### src/core/timer_pkg.sv
// package: register map, field layout, encodings and carrier types of the compare pulse timer
package timer_pkg;

    // ------------------------------------------------------------
    // register byte offsets
    // ------------------------------------------------------------
    localparam logic [7:0] OFS_COUNT   = 8'h00;
    localparam logic [7:0] OFS_CONST_A = 8'h04;
    localparam logic [7:0] OFS_CONST_B = 8'h08;
    localparam logic [7:0] OFS_SETUP   = 8'h0c;
    localparam logic [7:0] OFS_OUTCTL  = 8'h10;

    // ------------------------------------------------------------
    // field positions
    // ------------------------------------------------------------
    localparam int SETUP_CLK_LSB  = 0;
    localparam int SETUP_CLR_LSB  = 3;
    localparam int OUTCTL_ACT_LSB = 0;
    localparam int OUTCTL_OVF_BIT = 5;
    localparam int OUTCTL_MFA_BIT = 6;
    localparam int OUTCTL_MFB_BIT = 7;
    localparam int OUTCTL_LVL_BIT = 8;

    // ------------------------------------------------------------
    // reset values
    // ------------------------------------------------------------
    localparam logic [7:0] RST_COUNT   = 8'h00;
    localparam logic [7:0] RST_CONST   = 8'hff;
    localparam logic       RST_OUT_LVL = 1'b0;

    // ------------------------------------------------------------
    // prescaler taps (bit of free counter used as internal clock)
    // ------------------------------------------------------------
    localparam int PRESC_WIDTH = 8;
    localparam int TAP_FAST    = 2;
    localparam int TAP_SLOW    = 5;

    // ------------------------------------------------------------
    // encodings
    // ------------------------------------------------------------
    typedef enum logic [1:0] {
        CLK_STOP  = 2'b00,
        CLK_FAST  = 2'b01,
        CLK_SLOW  = 2'b10,
        CLK_EXT   = 2'b11
    } clk_sel_type;

    typedef enum logic [1:0] {
        CLR_NONE  = 2'b00,
        CLR_ON_A  = 2'b01,
        CLR_ON_B  = 2'b10,
        CLR_RSVD  = 2'b11
    } clr_sel_type;

    typedef enum logic [1:0] {
        ACT_NONE   = 2'b00,
        ACT_LOW    = 2'b01,
        ACT_HIGH   = 2'b10,
        ACT_TOGGLE = 2'b11
    } out_action_type;

    // ------------------------------------------------------------
    // carrier: the timer configuration as software set it
    // ------------------------------------------------------------
    typedef struct packed {
        logic [1:0] count_clear_sel;       // hi, lo
        logic [1:0] clock_source_sel;      // hi, lo
        logic [1:0] act_b;                 // output_action_select[3:2]
        logic [1:0] act_a;                 // output_action_select[1:0]
    } timer_cfg_type;

endpackage : timer_pkg

### src/core/count_tick_gen.sv
// module: clock source selection and falling edge detector producing count ticks
`timescale 1ns/100ps
module count_tick_gen #(
    parameter int PRESC_W  = timer_pkg::PRESC_WIDTH,
    parameter int TAP_F    = timer_pkg::TAP_FAST,
    parameter int TAP_S    = timer_pkg::TAP_SLOW
) (
    input  wire logic       clk_in,        // system clock
    input  wire logic       rst_in,        // async reset, high
    input  wire logic [1:0] clk_sel_in,    // clock source select
    input  wire logic       ext_clk_in,    // external clock pin
    output logic            tick_out       // one-cycle count pulse
);

    // taps outside the prescaler cannot be served: refuse at elaboration
    if (TAP_F >= PRESC_W || TAP_S >= PRESC_W || TAP_F < 0 || TAP_S < 0) begin : g_bad_taps
        $error("prescaler taps exceed prescaler width");
    end

    logic [PRESC_W-1:0] presc_r;
    logic               ext_sync1_r;
    logic               ext_sync2_r;
    logic               sel_lvl_r;
    logic               sel_lvl_nxt;
    logic               tick_r;

    // ------------------------------------------------------------
    // prescaler and pin synchroniser
    // ------------------------------------------------------------
    always_ff @(posedge clk_in or posedge rst_in) begin
        if (rst_in) begin
            presc_r <= '0;
        end else begin
            presc_r <= presc_r + {{(PRESC_W-1){1'b0}}, 1'b1};
        end
    end

    always_ff @(posedge clk_in or posedge rst_in) begin
        if (rst_in) begin
            ext_sync1_r <= 1'b1;
            ext_sync2_r <= 1'b1;
        end else begin
            ext_sync1_r <= ext_clk_in;
            ext_sync2_r <= ext_sync1_r;
        end
    end

    // ------------------------------------------------------------
    // selected level and falling edge
    // ------------------------------------------------------------
    // a switch of source that lands low after high is seen as an edge
    always_comb begin
        case (clk_sel_in)
            timer_pkg::CLK_FAST: sel_lvl_nxt = presc_r[TAP_F];
            timer_pkg::CLK_SLOW: sel_lvl_nxt = presc_r[TAP_S];
            timer_pkg::CLK_EXT:  sel_lvl_nxt = ext_sync2_r;
            default:             sel_lvl_nxt = 1'b1;
        endcase
    end

    always_ff @(posedge clk_in or posedge rst_in) begin
        if (rst_in) begin
            sel_lvl_r <= 1'b1;
            tick_r    <= 1'b0;
        end else begin
            sel_lvl_r <= sel_lvl_nxt;
            tick_r    <= sel_lvl_r & ~sel_lvl_nxt;
        end
    end

    assign tick_out = tick_r;

    AST_FALL_TICKS: assert property (@(posedge clk_in) disable iff (rst_in)
        (sel_lvl_r && !sel_lvl_nxt) |=> tick_out)
        else $error("falling selected level gave no tick");

    AST_NO_EDGE_NO_TICK: assert property (@(posedge clk_in) disable iff (rst_in)
        !(sel_lvl_r && !sel_lvl_nxt) |=> !tick_out)
        else $error("tick without falling edge");

    AST_EXT_FALL: assert property (@(posedge clk_in) disable iff (rst_in)
        (clk_sel_in == timer_pkg::CLK_EXT && $past(clk_sel_in) == timer_pkg::CLK_EXT
         && sel_lvl_r && !ext_sync2_r) |=> tick_out)
        else $error("external falling edge missed");

endmodule : count_tick_gen

### src/core/eight_bit_compare_pulse_timer.sv
// module: 8-bit up counter with two compare constants, pulse output pin and apb registers
// How it works
// - clear select 01 resets the counter to zero on each match with constant a.
// - action pattern 0110 drives output high on match a, low on match b.
// - simultaneous matches settle output by fixed priority: toggle, then high, then low.
// - internal clock counting uses falling edges of the selected prescaled clock.
// - a select rewrite taking the sampled clock high to low counts once.
// - switching between internal and external clock may also count spuriously.
`timescale 1ns/100ps
module eight_bit_compare_pulse_timer (
    input  wire logic        clk_in,       // 125 MHz system clock
    input  wire logic        rst_in,       // async reset, high
    input  wire logic        psel_in,      // apb select
    input  wire logic        penable_in,   // apb enable
    input  wire logic        pwrite_in,    // apb direction
    input  wire logic [7:0]  paddr_in,     // apb byte address
    input  wire logic [31:0] pwdata_in,    // apb write data
    output logic [31:0]      prdata_out,   // apb read data
    output logic             pready_out,   // apb ready
    output logic             pslverr_out,  // apb error, unmapped address
    input  wire logic        ext_clk_in,   // external count clock pin
    output logic             timer_pin_out // pulse output pin
);

    // ------------------------------------------------------------
    // functions
    // ------------------------------------------------------------
    function automatic logic addr_mapped(input logic [7:0] a);
        addr_mapped = (a == timer_pkg::OFS_COUNT) || (a == timer_pkg::OFS_CONST_A) ||
                      (a == timer_pkg::OFS_CONST_B) || (a == timer_pkg::OFS_SETUP) ||
                      (a == timer_pkg::OFS_OUTCTL);
    endfunction : addr_mapped

    function automatic logic [1:0] act_rank(input logic [1:0] act);
        case (act)
            timer_pkg::ACT_TOGGLE: act_rank = 2'h3;
            timer_pkg::ACT_HIGH:   act_rank = 2'h2;
            timer_pkg::ACT_LOW:    act_rank = 2'h1;
            default:               act_rank = 2'h0;
        endcase
    endfunction : act_rank

    function automatic logic act_apply(input logic [1:0] act, input logic cur);
        case (act)
            timer_pkg::ACT_TOGGLE: act_apply = ~cur;
            timer_pkg::ACT_HIGH:   act_apply = 1'b1;
            timer_pkg::ACT_LOW:    act_apply = 1'b0;
            default:               act_apply = cur;
        endcase
    endfunction : act_apply

    // ------------------------------------------------------------
    // state
    // ------------------------------------------------------------
    logic [7:0]               timer_count_value_r;
    logic [7:0]               match_constant_a_r;
    logic [7:0]               match_constant_b_r;
    timer_pkg::timer_cfg_type cfg_r;
    logic                     flag_a_r;
    logic                     flag_b_r;
    logic                     flag_ovf_r;
    logic                     pin_r;
    logic                     pin_nxt;
    logic [31:0]              prdata_r;
    logic                     pready_r;
    logic                     pslverr_r;

    logic                     tick;
    logic                     setup_ph;
    logic                     wr_go;
    logic                     eq_a;
    logic                     eq_b;
    logic                     ev_a;
    logic                     ev_b;
    logic                     clear_hit;
    logic                     wr_count;
    logic                     wr_outctl;
    logic [1:0]               act_win;

    // ------------------------------------------------------------
    // count tick source
    // ------------------------------------------------------------
    count_tick_gen #(
        .PRESC_W    (timer_pkg::PRESC_WIDTH),
        .TAP_F      (timer_pkg::TAP_FAST),
        .TAP_S      (timer_pkg::TAP_SLOW)
    ) u_tick (
        .clk_in     (clk_in),
        .rst_in     (rst_in),
        .clk_sel_in (cfg_r.clock_source_sel),
        .ext_clk_in (ext_clk_in),
        .tick_out   (tick)
    );

    // ------------------------------------------------------------
    // apb slave
    // ------------------------------------------------------------
    assign setup_ph  = psel_in & ~penable_in;
    assign wr_go     = psel_in & penable_in & pready_r & pwrite_in & ~pslverr_r;
    assign wr_count  = wr_go && (paddr_in == timer_pkg::OFS_COUNT);
    assign wr_outctl = wr_go && (paddr_in == timer_pkg::OFS_OUTCTL);

    always_ff @(posedge clk_in or posedge rst_in) begin
        if (rst_in) begin
            pready_r  <= 1'b0;
            pslverr_r <= 1'b0;
            prdata_r  <= 32'h0000_0000;
        end else begin
            pready_r  <= setup_ph;
            pslverr_r <= setup_ph & ~addr_mapped(paddr_in);
            if (setup_ph && !pwrite_in) begin
                case (paddr_in)
                    timer_pkg::OFS_COUNT:   prdata_r <= {24'h00_0000, timer_count_value_r};
                    timer_pkg::OFS_CONST_A: prdata_r <= {24'h00_0000, match_constant_a_r};
                    timer_pkg::OFS_CONST_B: prdata_r <= {24'h00_0000, match_constant_b_r};
                    timer_pkg::OFS_SETUP:   prdata_r <= {27'h000_0000, cfg_r.count_clear_sel,
                                                         1'b0, cfg_r.clock_source_sel};
                    timer_pkg::OFS_OUTCTL:  prdata_r <= {23'h00_0000, pin_r, flag_b_r, flag_a_r,
                                                         flag_ovf_r, 1'b0, cfg_r.act_b, cfg_r.act_a};
                    default:                prdata_r <= 32'h0000_0000;
                endcase
            end else if (setup_ph) begin
                prdata_r <= 32'h0000_0000;
            end
        end
    end

    assign prdata_out  = prdata_r;
    assign pready_out  = pready_r;
    assign pslverr_out = pslverr_r;

    // ------------------------------------------------------------
    // configuration registers
    // ------------------------------------------------------------
    always_ff @(posedge clk_in or posedge rst_in) begin
        if (rst_in) begin
            match_constant_a_r <= timer_pkg::RST_CONST;
            match_constant_b_r <= timer_pkg::RST_CONST;
            cfg_r              <= '0;
        end else if (wr_go) begin
            case (paddr_in)
                timer_pkg::OFS_CONST_A: match_constant_a_r <= pwdata_in[7:0];
                timer_pkg::OFS_CONST_B: match_constant_b_r <= pwdata_in[7:0];
                timer_pkg::OFS_SETUP: begin
                    cfg_r.clock_source_sel <= pwdata_in[timer_pkg::SETUP_CLK_LSB +: 2];
                    cfg_r.count_clear_sel  <= pwdata_in[timer_pkg::SETUP_CLR_LSB +: 2];
                end
                timer_pkg::OFS_OUTCTL: begin
                    cfg_r.act_a <= pwdata_in[timer_pkg::OUTCTL_ACT_LSB +: 2];
                    cfg_r.act_b <= pwdata_in[timer_pkg::OUTCTL_ACT_LSB + 2 +: 2];
                end
                default: begin
                end
            endcase
        end
    end

    // ------------------------------------------------------------
    // counter and compare
    // ------------------------------------------------------------
    assign eq_a      = (timer_count_value_r == match_constant_a_r);
    assign eq_b      = (timer_count_value_r == match_constant_b_r);
    assign ev_a      = tick & eq_a;
    assign ev_b      = tick & eq_b;
    assign clear_hit = (cfg_r.count_clear_sel == timer_pkg::CLR_ON_A && ev_a) ||
                       (cfg_r.count_clear_sel == timer_pkg::CLR_ON_B && ev_b);

    always_ff @(posedge clk_in or posedge rst_in) begin
        if (rst_in) begin
            timer_count_value_r <= timer_pkg::RST_COUNT;
        end else if (wr_count) begin
            timer_count_value_r <= pwdata_in[7:0];
        end else if (clear_hit) begin
            timer_count_value_r <= 8'h00;
        end else if (tick) begin
            timer_count_value_r <= timer_count_value_r + 8'h01;
        end
    end

    // ------------------------------------------------------------
    // status flags: an event in the clearing cycle wins
    // ------------------------------------------------------------
    always_ff @(posedge clk_in or posedge rst_in) begin
        if (rst_in) begin
            flag_a_r   <= 1'b0;
            flag_b_r   <= 1'b0;
            flag_ovf_r <= 1'b0;
        end else begin
            flag_a_r   <= ev_a | (flag_a_r & ~(wr_outctl & ~pwdata_in[timer_pkg::OUTCTL_MFA_BIT]));
            flag_b_r   <= ev_b | (flag_b_r & ~(wr_outctl & ~pwdata_in[timer_pkg::OUTCTL_MFB_BIT]));
            flag_ovf_r <= (tick & ~clear_hit & ~wr_count & (&timer_count_value_r)) |
                          (flag_ovf_r & ~(wr_outctl & ~pwdata_in[timer_pkg::OUTCTL_OVF_BIT]));
        end
    end

    // ------------------------------------------------------------
    // output pin
    // ------------------------------------------------------------
    always_comb begin
        act_win = timer_pkg::ACT_NONE;
        pin_nxt = pin_r;
        if (ev_a && ev_b) begin
            act_win = (act_rank(cfg_r.act_a) >= act_rank(cfg_r.act_b)) ? cfg_r.act_a : cfg_r.act_b;
            pin_nxt = act_apply(act_win, pin_r);
        end else if (ev_a) begin
            pin_nxt = act_apply(cfg_r.act_a, pin_r);
        end else if (ev_b) begin
            pin_nxt = act_apply(cfg_r.act_b, pin_r);
        end
    end

    always_ff @(posedge clk_in or posedge rst_in) begin
        if (rst_in) begin
            pin_r <= timer_pkg::RST_OUT_LVL;
        end else begin
            pin_r <= pin_nxt;
        end
    end

    assign timer_pin_out = pin_r;

    // ------------------------------------------------------------
    // checks
    // ------------------------------------------------------------
    AST_CLEAR_ON_A: assert property (@(posedge clk_in) disable iff (rst_in)
        (tick && eq_a && !wr_count && cfg_r.count_clear_sel == 2'b01) |=> timer_count_value_r == 8'h00)
        else $error("counter not cleared on match a");

    AST_HIGH_ON_A: assert property (@(posedge clk_in) disable iff (rst_in)
        (ev_a && !ev_b && cfg_r.act_a == 2'b10) |=> timer_pin_out)
        else $error("output not high after match a");

    AST_LOW_ON_B: assert property (@(posedge clk_in) disable iff (rst_in)
        (ev_b && !ev_a && cfg_r.act_b == 2'b01) |=> !timer_pin_out)
        else $error("output not low after match b");

    AST_BOTH_TOGGLE: assert property (@(posedge clk_in) disable iff (rst_in)
        (ev_a && ev_b && (cfg_r.act_a == 2'b11 || cfg_r.act_b == 2'b11))
        |=> timer_pin_out != $past(timer_pin_out))
        else $error("toggle lost priority on double match");

    AST_BOTH_HIGH_OVER_LOW: assert property (@(posedge clk_in) disable iff (rst_in)
        (ev_a && ev_b && cfg_r.act_a == 2'b10 && cfg_r.act_b == 2'b01) |=> timer_pin_out)
        else $error("high lost priority over low");

    AST_INCREMENT: assert property (@(posedge clk_in) disable iff (rst_in)
        (tick && !clear_hit && !wr_count) |=> timer_count_value_r == $past(timer_count_value_r) + 8'h01)
        else $error("counter did not step on tick");

    AST_IDLE_HOLD: assert property (@(posedge clk_in) disable iff (rst_in)
        (!tick && !wr_count) |=> $stable(timer_count_value_r))
        else $error("counter moved without tick");

    AST_PIN_HOLD: assert property (@(posedge clk_in) disable iff (rst_in)
        !(ev_a || ev_b) |=> $stable(timer_pin_out))
        else $error("output moved between matches");

    AST_FLAG_SET_WINS: assert property (@(posedge clk_in) disable iff (rst_in)
        ev_a |=> flag_a_r)
        else $error("match a flag lost");

    AST_APB_ANSWER: assert property (@(posedge clk_in) disable iff (rst_in)
        (psel_in && !penable_in) |=> pready_out)
        else $error("apb access not answered in first access cycle");

endmodule : eight_bit_compare_pulse_timer

### config.mk
export PLATFORM = sky130hd
export DESIGN_NAME = eight_bit_compare_pulse_timer
export DESIGN_NICKNAME = d
export VERILOG_FILES = /design/src/core/timer_pkg.sv /design/src/core/count_tick_gen.sv /design/src/core/eight_bit_compare_pulse_timer.sv
export SDC_FILE = /design/constraint.sdc
export NUM_CORES = 1
export LEC_CHECK = 0
export ABC_AREA = 0
export BUFFER_PORTS_ARGS = -buffer_cell sky130_fd_sc_hd__buf_4
export CAP_MARGIN = 30
export CORE_MARGIN = 2
export CORE_UTILIZATION = 48
export CTS_BUF_LIST = sky130_fd_sc_hd__clkbuf_16
export DETAILED_ROUTE_END_ITERATION = 8
export PLACE_DENSITY = 0.81
export REMOVE_ABC_BUFFERS = 1
export SLEW_MARGIN = 20
export SYNTH_ARGS = -nofsm -noshare
export SYNTH_HDL_FRONTEND = slang
export SYNTH_SLANG_ARGS = --single-unit
### constraint.sdc
create_clock -name clk_in -period 2.6 [get_ports clk_in]
set_clock_uncertainty 0.05 [all_clocks]
set_input_delay 0.26 -clock clk_in [delete_from_list [all_inputs] [get_ports clk_in]]
set_output_delay 0.26 -clock clk_in [all_outputs]
set_load 0.01 [all_outputs]
==> impl_metrics.yaml, run 1 <==
min_path:
  min_path_type: "in2reg"
  min_path_cells: 3
setup_path:
  cp.required_ns: 2.75
  cpPeakStageDelay_ns: 0.44
  reg2reg_depth: 11
  start_kind: "flop"
  cpMaxStageDelayCell: "dfrtp_2"
  cp-end-kind: "flop"
  critical_path_arrival_ns: 2.64
  crit_buf_inv: 0
  cp.depth: 11
  crit_chain: "ha_4, or2_4, ha_4, a21oi_4, nor2_2, a21oi_2, ha_1, nor2b_1, mux2i_1, mux2i_1, a21oi_1"
  cp_top_family: "adder cells"
  cp_max_fo: 4
  path_class: "reg2reg"
place:
  dp.cells: 407
  dp.final_hpwl_mm: 4.99
  port_buffers: 33
  finalWeightedCongestion: 0.837
synth:
  syn_inst: 303
  synth-edff-count: 0
  netlist_top_cells_area: "dfrtp_1 (29%), dfstp_2 (15%), mux2_2 (6.6%), buf_4 (5.5%), xor2_1 (5.1%)"
  synthFlopType: "dfrtp_1"
  yosysSeqAreaShare_pct: 44.6
  ys_types: 44
  yosys.area.top_type: "dfrtp_1"
  avgSynthCellArea_um2: 10.7
  synth_seq_cells: 57
  ys_async_sr_fraction_pct: 100
  yosys_warnings: 0
  yosys.area.top_type_share_pct: 29.2
  syn-cell-area_mm2: 0.00325
global_route:
  grt.total_usage_pct: 19.4
  grt_pass1_vias: 2267
  grt_pass1_wl_mm: 11.1
  overflow: 0
  antenna_found_initial: 0
  grt_max_degree: 31
finish:
  multi_input_comb_area_mm2: 0.00163
  fin_nets: 401
  seq_area_mm2: 0.00145
  fin_cells: 429
  syn_to_final_growth_pct: 19.8
  diodes: 0
  fillers: 562
  mostFrequentLayoutCells: "buf_4 (47), dfrtp_1 (36), nand2_1 (29), conb_1 (23)"
  drive_gt1_share_pct: 35.5
  final_common_cell: "buf_4"
routing:
  vias: 2367
  routed_wl_mm: 6.98
  drtIter0Drc: 171
  wire_per_inst_um: 16.3
  detail-route-antenna-nets: 0
  dr.pass1.iters: 7
  via_per_inst: 5.52
  drcViolationCount: 0
clocking:
  cts_sinks: 57
  clock-root-buffer: "clkbuf_16"
  clk_path_buf_depth: 2
  clk-insertion-delay-late_ns: 0.33
  cts.clk_slew.worst_paths_ns: 0.05
  numCtsBuffers: 9
  htree_levels: 3
  cts_tree: "done"
power:
  power.share.clock_pct: 52.5
  sw_frac_of_total_pct: 21.2
  intPower_uw: 1780
  seq_power_share_pct: 41.1
  ir_worst_vdd_mv: 0.485
  p_comb_share_pct: 6.4
  powerDensity_mw_per_mm2: 581
  switchingPower_uw: 479
  leakagePower_uw: 0.00177
timing:
  rsz0062_at_grt: "yes"
  worstMarginPinSlew_ns: 0.641
  period_share_pct: 96.0
  period_needed_ns: 2.50
  maxSlewHeadroom_pct: 57.2
  setup_violations: 0
  fmax_mhz: 401
  fin_hold_ws_ns: 0.120
  drv_slew: 0
  hold_violations: 0
  fin_tns_setup_ns: 0
die:
  io_pins: 81
  fp.coreArea_mm2: 0.00668
  die_area_mm2: 0.00745
  die_y_um: 86.3
  row_count: 30
  start_util_pct: 48.7
  die_x_um: 86.3
run_status:
  outcome: "complete, no violations"
flow_run:
  maxCapViolations: 0
==> cells by family after synthesis <==
| family | synth area share [%] |
|---|---|
| adders and majority gates | 4.23 |
| and+or+nand+nor | 12.5 |
| xor gates and xnor gates | 7.27 |
| AOI/OAI and AO/OA | 9.11 |
| other | 0.115 |
| muxes | 12.8 |
| buffers and inverters | 9.46 |
| DFF | 44.6 |
==> cell type report <==
class	instances	share of cell area, %
clock buffers	9	5.77
repair buffers	49	9.56
inverters	10	0.962
well taps	80	2.57
clock inverters	7	2.02
multi-input cells	217	41.9
flip-flops and latches	57	37.2
==> worst paths after layout <==
kind	startpoint	to	slack, ns
setup / recovery	cfg_r[1]$_DFFE_PP0N_	timer_pin_out$_DFFE_PP0P_	0.10
hold / removal	pwdata_in[7]	timer_count_value_r[7]$_DFFE_PP0P_	0.12
setup reg to reg	cfg_r[1]$_DFFE_PP0N_	timer_pin_out$_DFFE_PP0P_	0.10
hold reg to reg	u_tick.ext_sync1_r$_DFF_PP1_	u_tick.ext_sync2_r$_DFF_PP1_	0.30
max in group asynchronous	rst_in	u_tick.sel_lvl_r$_DFF_PP1_	1.25
min in group asynchronous	rst_in	timer_count_value_r[4]$_DFFE_PP0P_	0.53
==> synthesized netlist by cell type, types with 4 or more instances <==
cell type,n
mux2_4,8
a22o_1,4
mux2i_1,6
a21oi_1,8
dfrtp_1,38
buf_4,24
a21o_1,4
and3_1,4
xnor2_1,8
nand3_1,5
a222oi_1,7
buf_2,7
o21ai_0,19
xor2_1,19
ha_1,11
inv_1,10
nor2_1,7
nor3_1,5
nand4_1,4
clkbuf_1,8
nor2b_1,4
mux2_2,19
nand2_1,29
dfstp_2,19
==> state kept, by name, summed over array words and instances (netlist names) <==
signal	cells
prdata_out	9
u_tick.ext_sync2_r	1
flag_ovf_r	1
pready_out	1
match_constant_b_r	8
cfg_r	8
u_tick.tick_out	1
u_tick.ext_sync1_r	1
timer_pin_out	1
match_constant_a_r	8
u_tick.sel_lvl_r	1
flag_b_r	1
u_tick.presc_r	6
flag_a_r	1
timer_count_value_r	8
pslverr_out	1
==> what timing repair did <==
action,CTS,global route
hold buffers,2,0
pin swaps,2,8
resized for setup,4,11
setup buffers,1,3
endpoints found under the hold margin,9,0
endpoints found under the setup margin,1,1
==> routing by layer <==
layer,global-route usage [%],share of wire [%],vias to the layer above
li1,-,-,1090
met1,25.5,44,1170
met2,30.2,49,92
met3,6.67,6.1,15
met4,6.68,1.6,0
met5,0,0,-
==> tightest hold or removal path: cells and delay by family <==
family / cells / cell delay, ns
simple gates: 1 / 0.04
buf+inv: 1 / 0.10
compound gates: 1 / 0.06
==> power by group through the flow <==
stage,logic [uW],clock network (uW),registers [uW]
after floorplan,79.9,0,938
after global placement,137,0,941
after detailed placement,141,0,943
after CTS,145,1210,930
after global routing,162,1250,932
final,146,1190,931
==> stage by stage <==
stage | area (um^2) | power (uW) | setup slack (ns) | utilization [%]
floorplan | 3070 | 1020 | -0.0220 | -
CTS | 3850 | 2280 | 0.0159 | 57.6
detailed placement | 3490 | 1080 | -0.207 | 52.2
global route | 3900 | 2350 | -0.0399 | 58.4
global placement | 3490 | 1080 | -0.115 | 52.2
finish | 3900 | 2260 | 0.104 | 58.4
Note: power is estimated with default switching activity, not from simulation.
==> inputs of run 2 (changes only) <==
Settings changed: PLACE_DENSITY 0.81 to 0.76.
Clock period 2.6 ns to 2.2 ns, I/O delays scaled along.
==> run 2 against run 1 <==
The run now ends with setup timing left. Register-to-register slack got worse by 0.41 ns. Core utilization rose by 2.2 points. Routed wire length rose by 2.8%. Setup slack got worse by 0.41 ns. Sequential power rose by 17%. Combinational power rose by 36%. Final area rose by 3.8%. Highest routed layer unchanged.
==> impl_metrics.yaml, run 2 (synthesis results as in run 1) <==
place:
  pre_cts_ws_ns: -0.579
  finalWeightedCongestion: 0.848
  dp.final_hpwl_mm: 4.98
  port_buffers: 33
power:
  ir_worst_vdd_mv: 0.573
  seq_power_share_pct: 41.7
  power.share.clock_pct: 50.7
  powerDensity_mw_per_mm2: 645
  intPower_uw: 2010
  p_comb_share_pct: 7.6
  leakagePower_uw: 0.00184
  sw_frac_of_total_pct: 22.7
  switchingPower_uw: 593
setup_path:
  cpMaxStageDelayCell: "dfrtp_1"
  crit_buf_inv: 1
  crit_chain: "inv_2, ha_4, or2_4, ha_4, a21oi_4, nor2_2, a21oi_2, ha_1, nor2b_4, mux2i_2, mux2i_1, a21oi_1"
  critical_path_arrival_ns: 2.65
  cpPeakStageDelay_ns: 0.38
  cp.required_ns: 2.35
  cp_top_family: "adder cells"
  cp_common_cell: "ha_4"
  start_kind: "flop"
  cp_max_fo: 4
  path_class: "reg2reg"
  cp-end-kind: "flop"
clocking:
  cts_sinks: 57
  clock-root-buffer: "clkbuf_16"
  cts_tree: "done"
  clk-insertion-delay-late_ns: 0.33
  htree_levels: 3
  clk_path_buf_depth: 2
  cts.clk_slew.worst_paths_ns: 0.05
  numCtsBuffers: 9
timing:
  period_needed_ns: 2.50
  worst_slack_ns: -0.303
  drv_slew: 0
  period_share_pct: 114
  setup_violations: 1
  fin_tns_setup_ns: -0.303
  hold_violations: 0
  fmax_mhz: 400
  rsz0062_at_grt: "yes"
routing:
  routed_wl_mm: 7.17
  via_per_inst: 5.38
  dr.max_layer_used: "met4"
  route.met2.wl_mm: 3.54
  wl_met3_um: 468
  drtIter0Drc: 171
  vias: 2396
  drcViolationCount: 0
  met1_length_mm: 3.05
  dr.pass1.iters: 5
  wire_per_inst_um: 16.1
  detail-route-antenna-nets: 0
die:
  die_y_um: 86.3
  die_x_um: 86.3
  row_count: 30
  fp.coreArea_mm2: 0.00668
  start_util_pct: 48.7
  io_pins: 81
  die_area_mm2: 0.00745
finish:
  largest_register_ffs: 9
  finalCoreUtilization_pct: 60.6
  diodes: 0
  fillers: 542
  syn_to_final_growth_pct: 24.3
  fin_nets: 417
  multi_input_comb_area_mm2: 0.00166
  mostFrequentLayoutCells: "buf_4 (61), dfrtp_1 (38), nand2_1 (29), conb_1 (23)"
  final_common_cell: "buf_4"
  seq_area_mm2: 0.00145
  drive_gt1_share_pct: 39.7
global_route:
  grt_pass1_vias: 2340
  grt_max_degree: 58
  antenna_found_initial: 0
  overflow: 0
  grt.total_usage_pct: 20.3
  grt_pass1_wl_mm: 11.5
run_status:
  violations: "setup timing"
  outcome: "complete, but fails checks"
min_path:
  min_path_type: "in2reg"
flow_run:
  maxCapViolations: 0
-- run 2: cell types whose count changed in the layout (fill, tap and decap cells not counted), moves of 2 or more --
cell	before	now
nor4_1	3	1
buf_4	47	61
dfrtp_1	36	38
dfrtp_2	2	0
clkinvlp_4	0	2
inv_1	11	9
clkinv_2	0	2
nor4_2	0	2
-- run 2: worst paths after layout --
path                                              start                                  to  slack (ns)  cells past startpoint
max in group asynchronous                        rst_in   match_constant_b_r[6]$_DFFE_PP1P_        1.35                      4
max                                cfg_r[0]$_DFFE_PP0N_           timer_pin_out$_DFFE_PP0P_       -0.30                     12
max reg2reg                        cfg_r[0]$_DFFE_PP0N_           timer_pin_out$_DFFE_PP0P_       -0.30                     12
min                                        pwdata_in[4]                cfg_r[7]$_DFFE_PP0P_        0.08                      3
min in group asynchronous                        rst_in  timer_count_value_r[5]$_DFFE_PP0P_        0.46                      4
min reg2reg                u_tick.ext_sync1_r$_DFF_PP1_        u_tick.ext_sync2_r$_DFF_PP1_        0.31                      0
-- run 2: timing repair --
item	in CTS	in global routing
gates cloned	0	0
resized for setup	13	6
setup endpoints to repair	1	10
hold buffers	2	0
hold endpoints to repair	39	0
buffers inserted	4	2
pin swaps	4	4
-- run 2: cell type report --
class / instances / area share [%]
inverters: 10 / 0.928
flip-flops and latches: 57 / 35.8
clock buffers: 9 / 5.57
clock inverters: 7 / 1.55
well taps: 80 / 2.47
repair buffers: 65 / 12.6
multi-input cells: 217 / 41.1
-- run 2: tightest hold or removal path: cells and delay by family --
kind,cells,cell delay [ns]
AOI/OAI and AO/OA,1,0.06
and+or+nand+nor,1,0.04
buffers and inverters,1,0.10
-- run 2: metal layers --
metal | vias to the layer above | global-route usage (%)
li1 | 1122 | -
met5 | - | 0
met3 | 14 | 6.67
met2 | 108 | 32.2
met1 | 1152 | 26.6
met4 | 0 | 6.25
-- run 2: metrics by stage --
stage | instance area, um^2 | cells | total power [uW] | hold WS, ns
final | 4050 | 445 | 2610 | 0.0846
after CTS | 3990 | 443 | 2630 | 0.0783
after global placement | 3610 | 421 | 1290 | 0.253
after global routing | 4050 | 445 | 2700 | 0.0901
after floorplan | 3070 | 284 | 1200 | 0.174
after detailed placement | 3610 | 421 | 1290 | 0.260
-- run 2: power groups by stage --
stage               Sequential (uW)  Clock [uW]  Combinational, uW
finish                         1090        1320                198
global route                   1090        1390                221
CTS                            1090        1350                195
detailed placement             1100           0                189
global placement               1100           0                187
floorplan                      1110           0               94.5
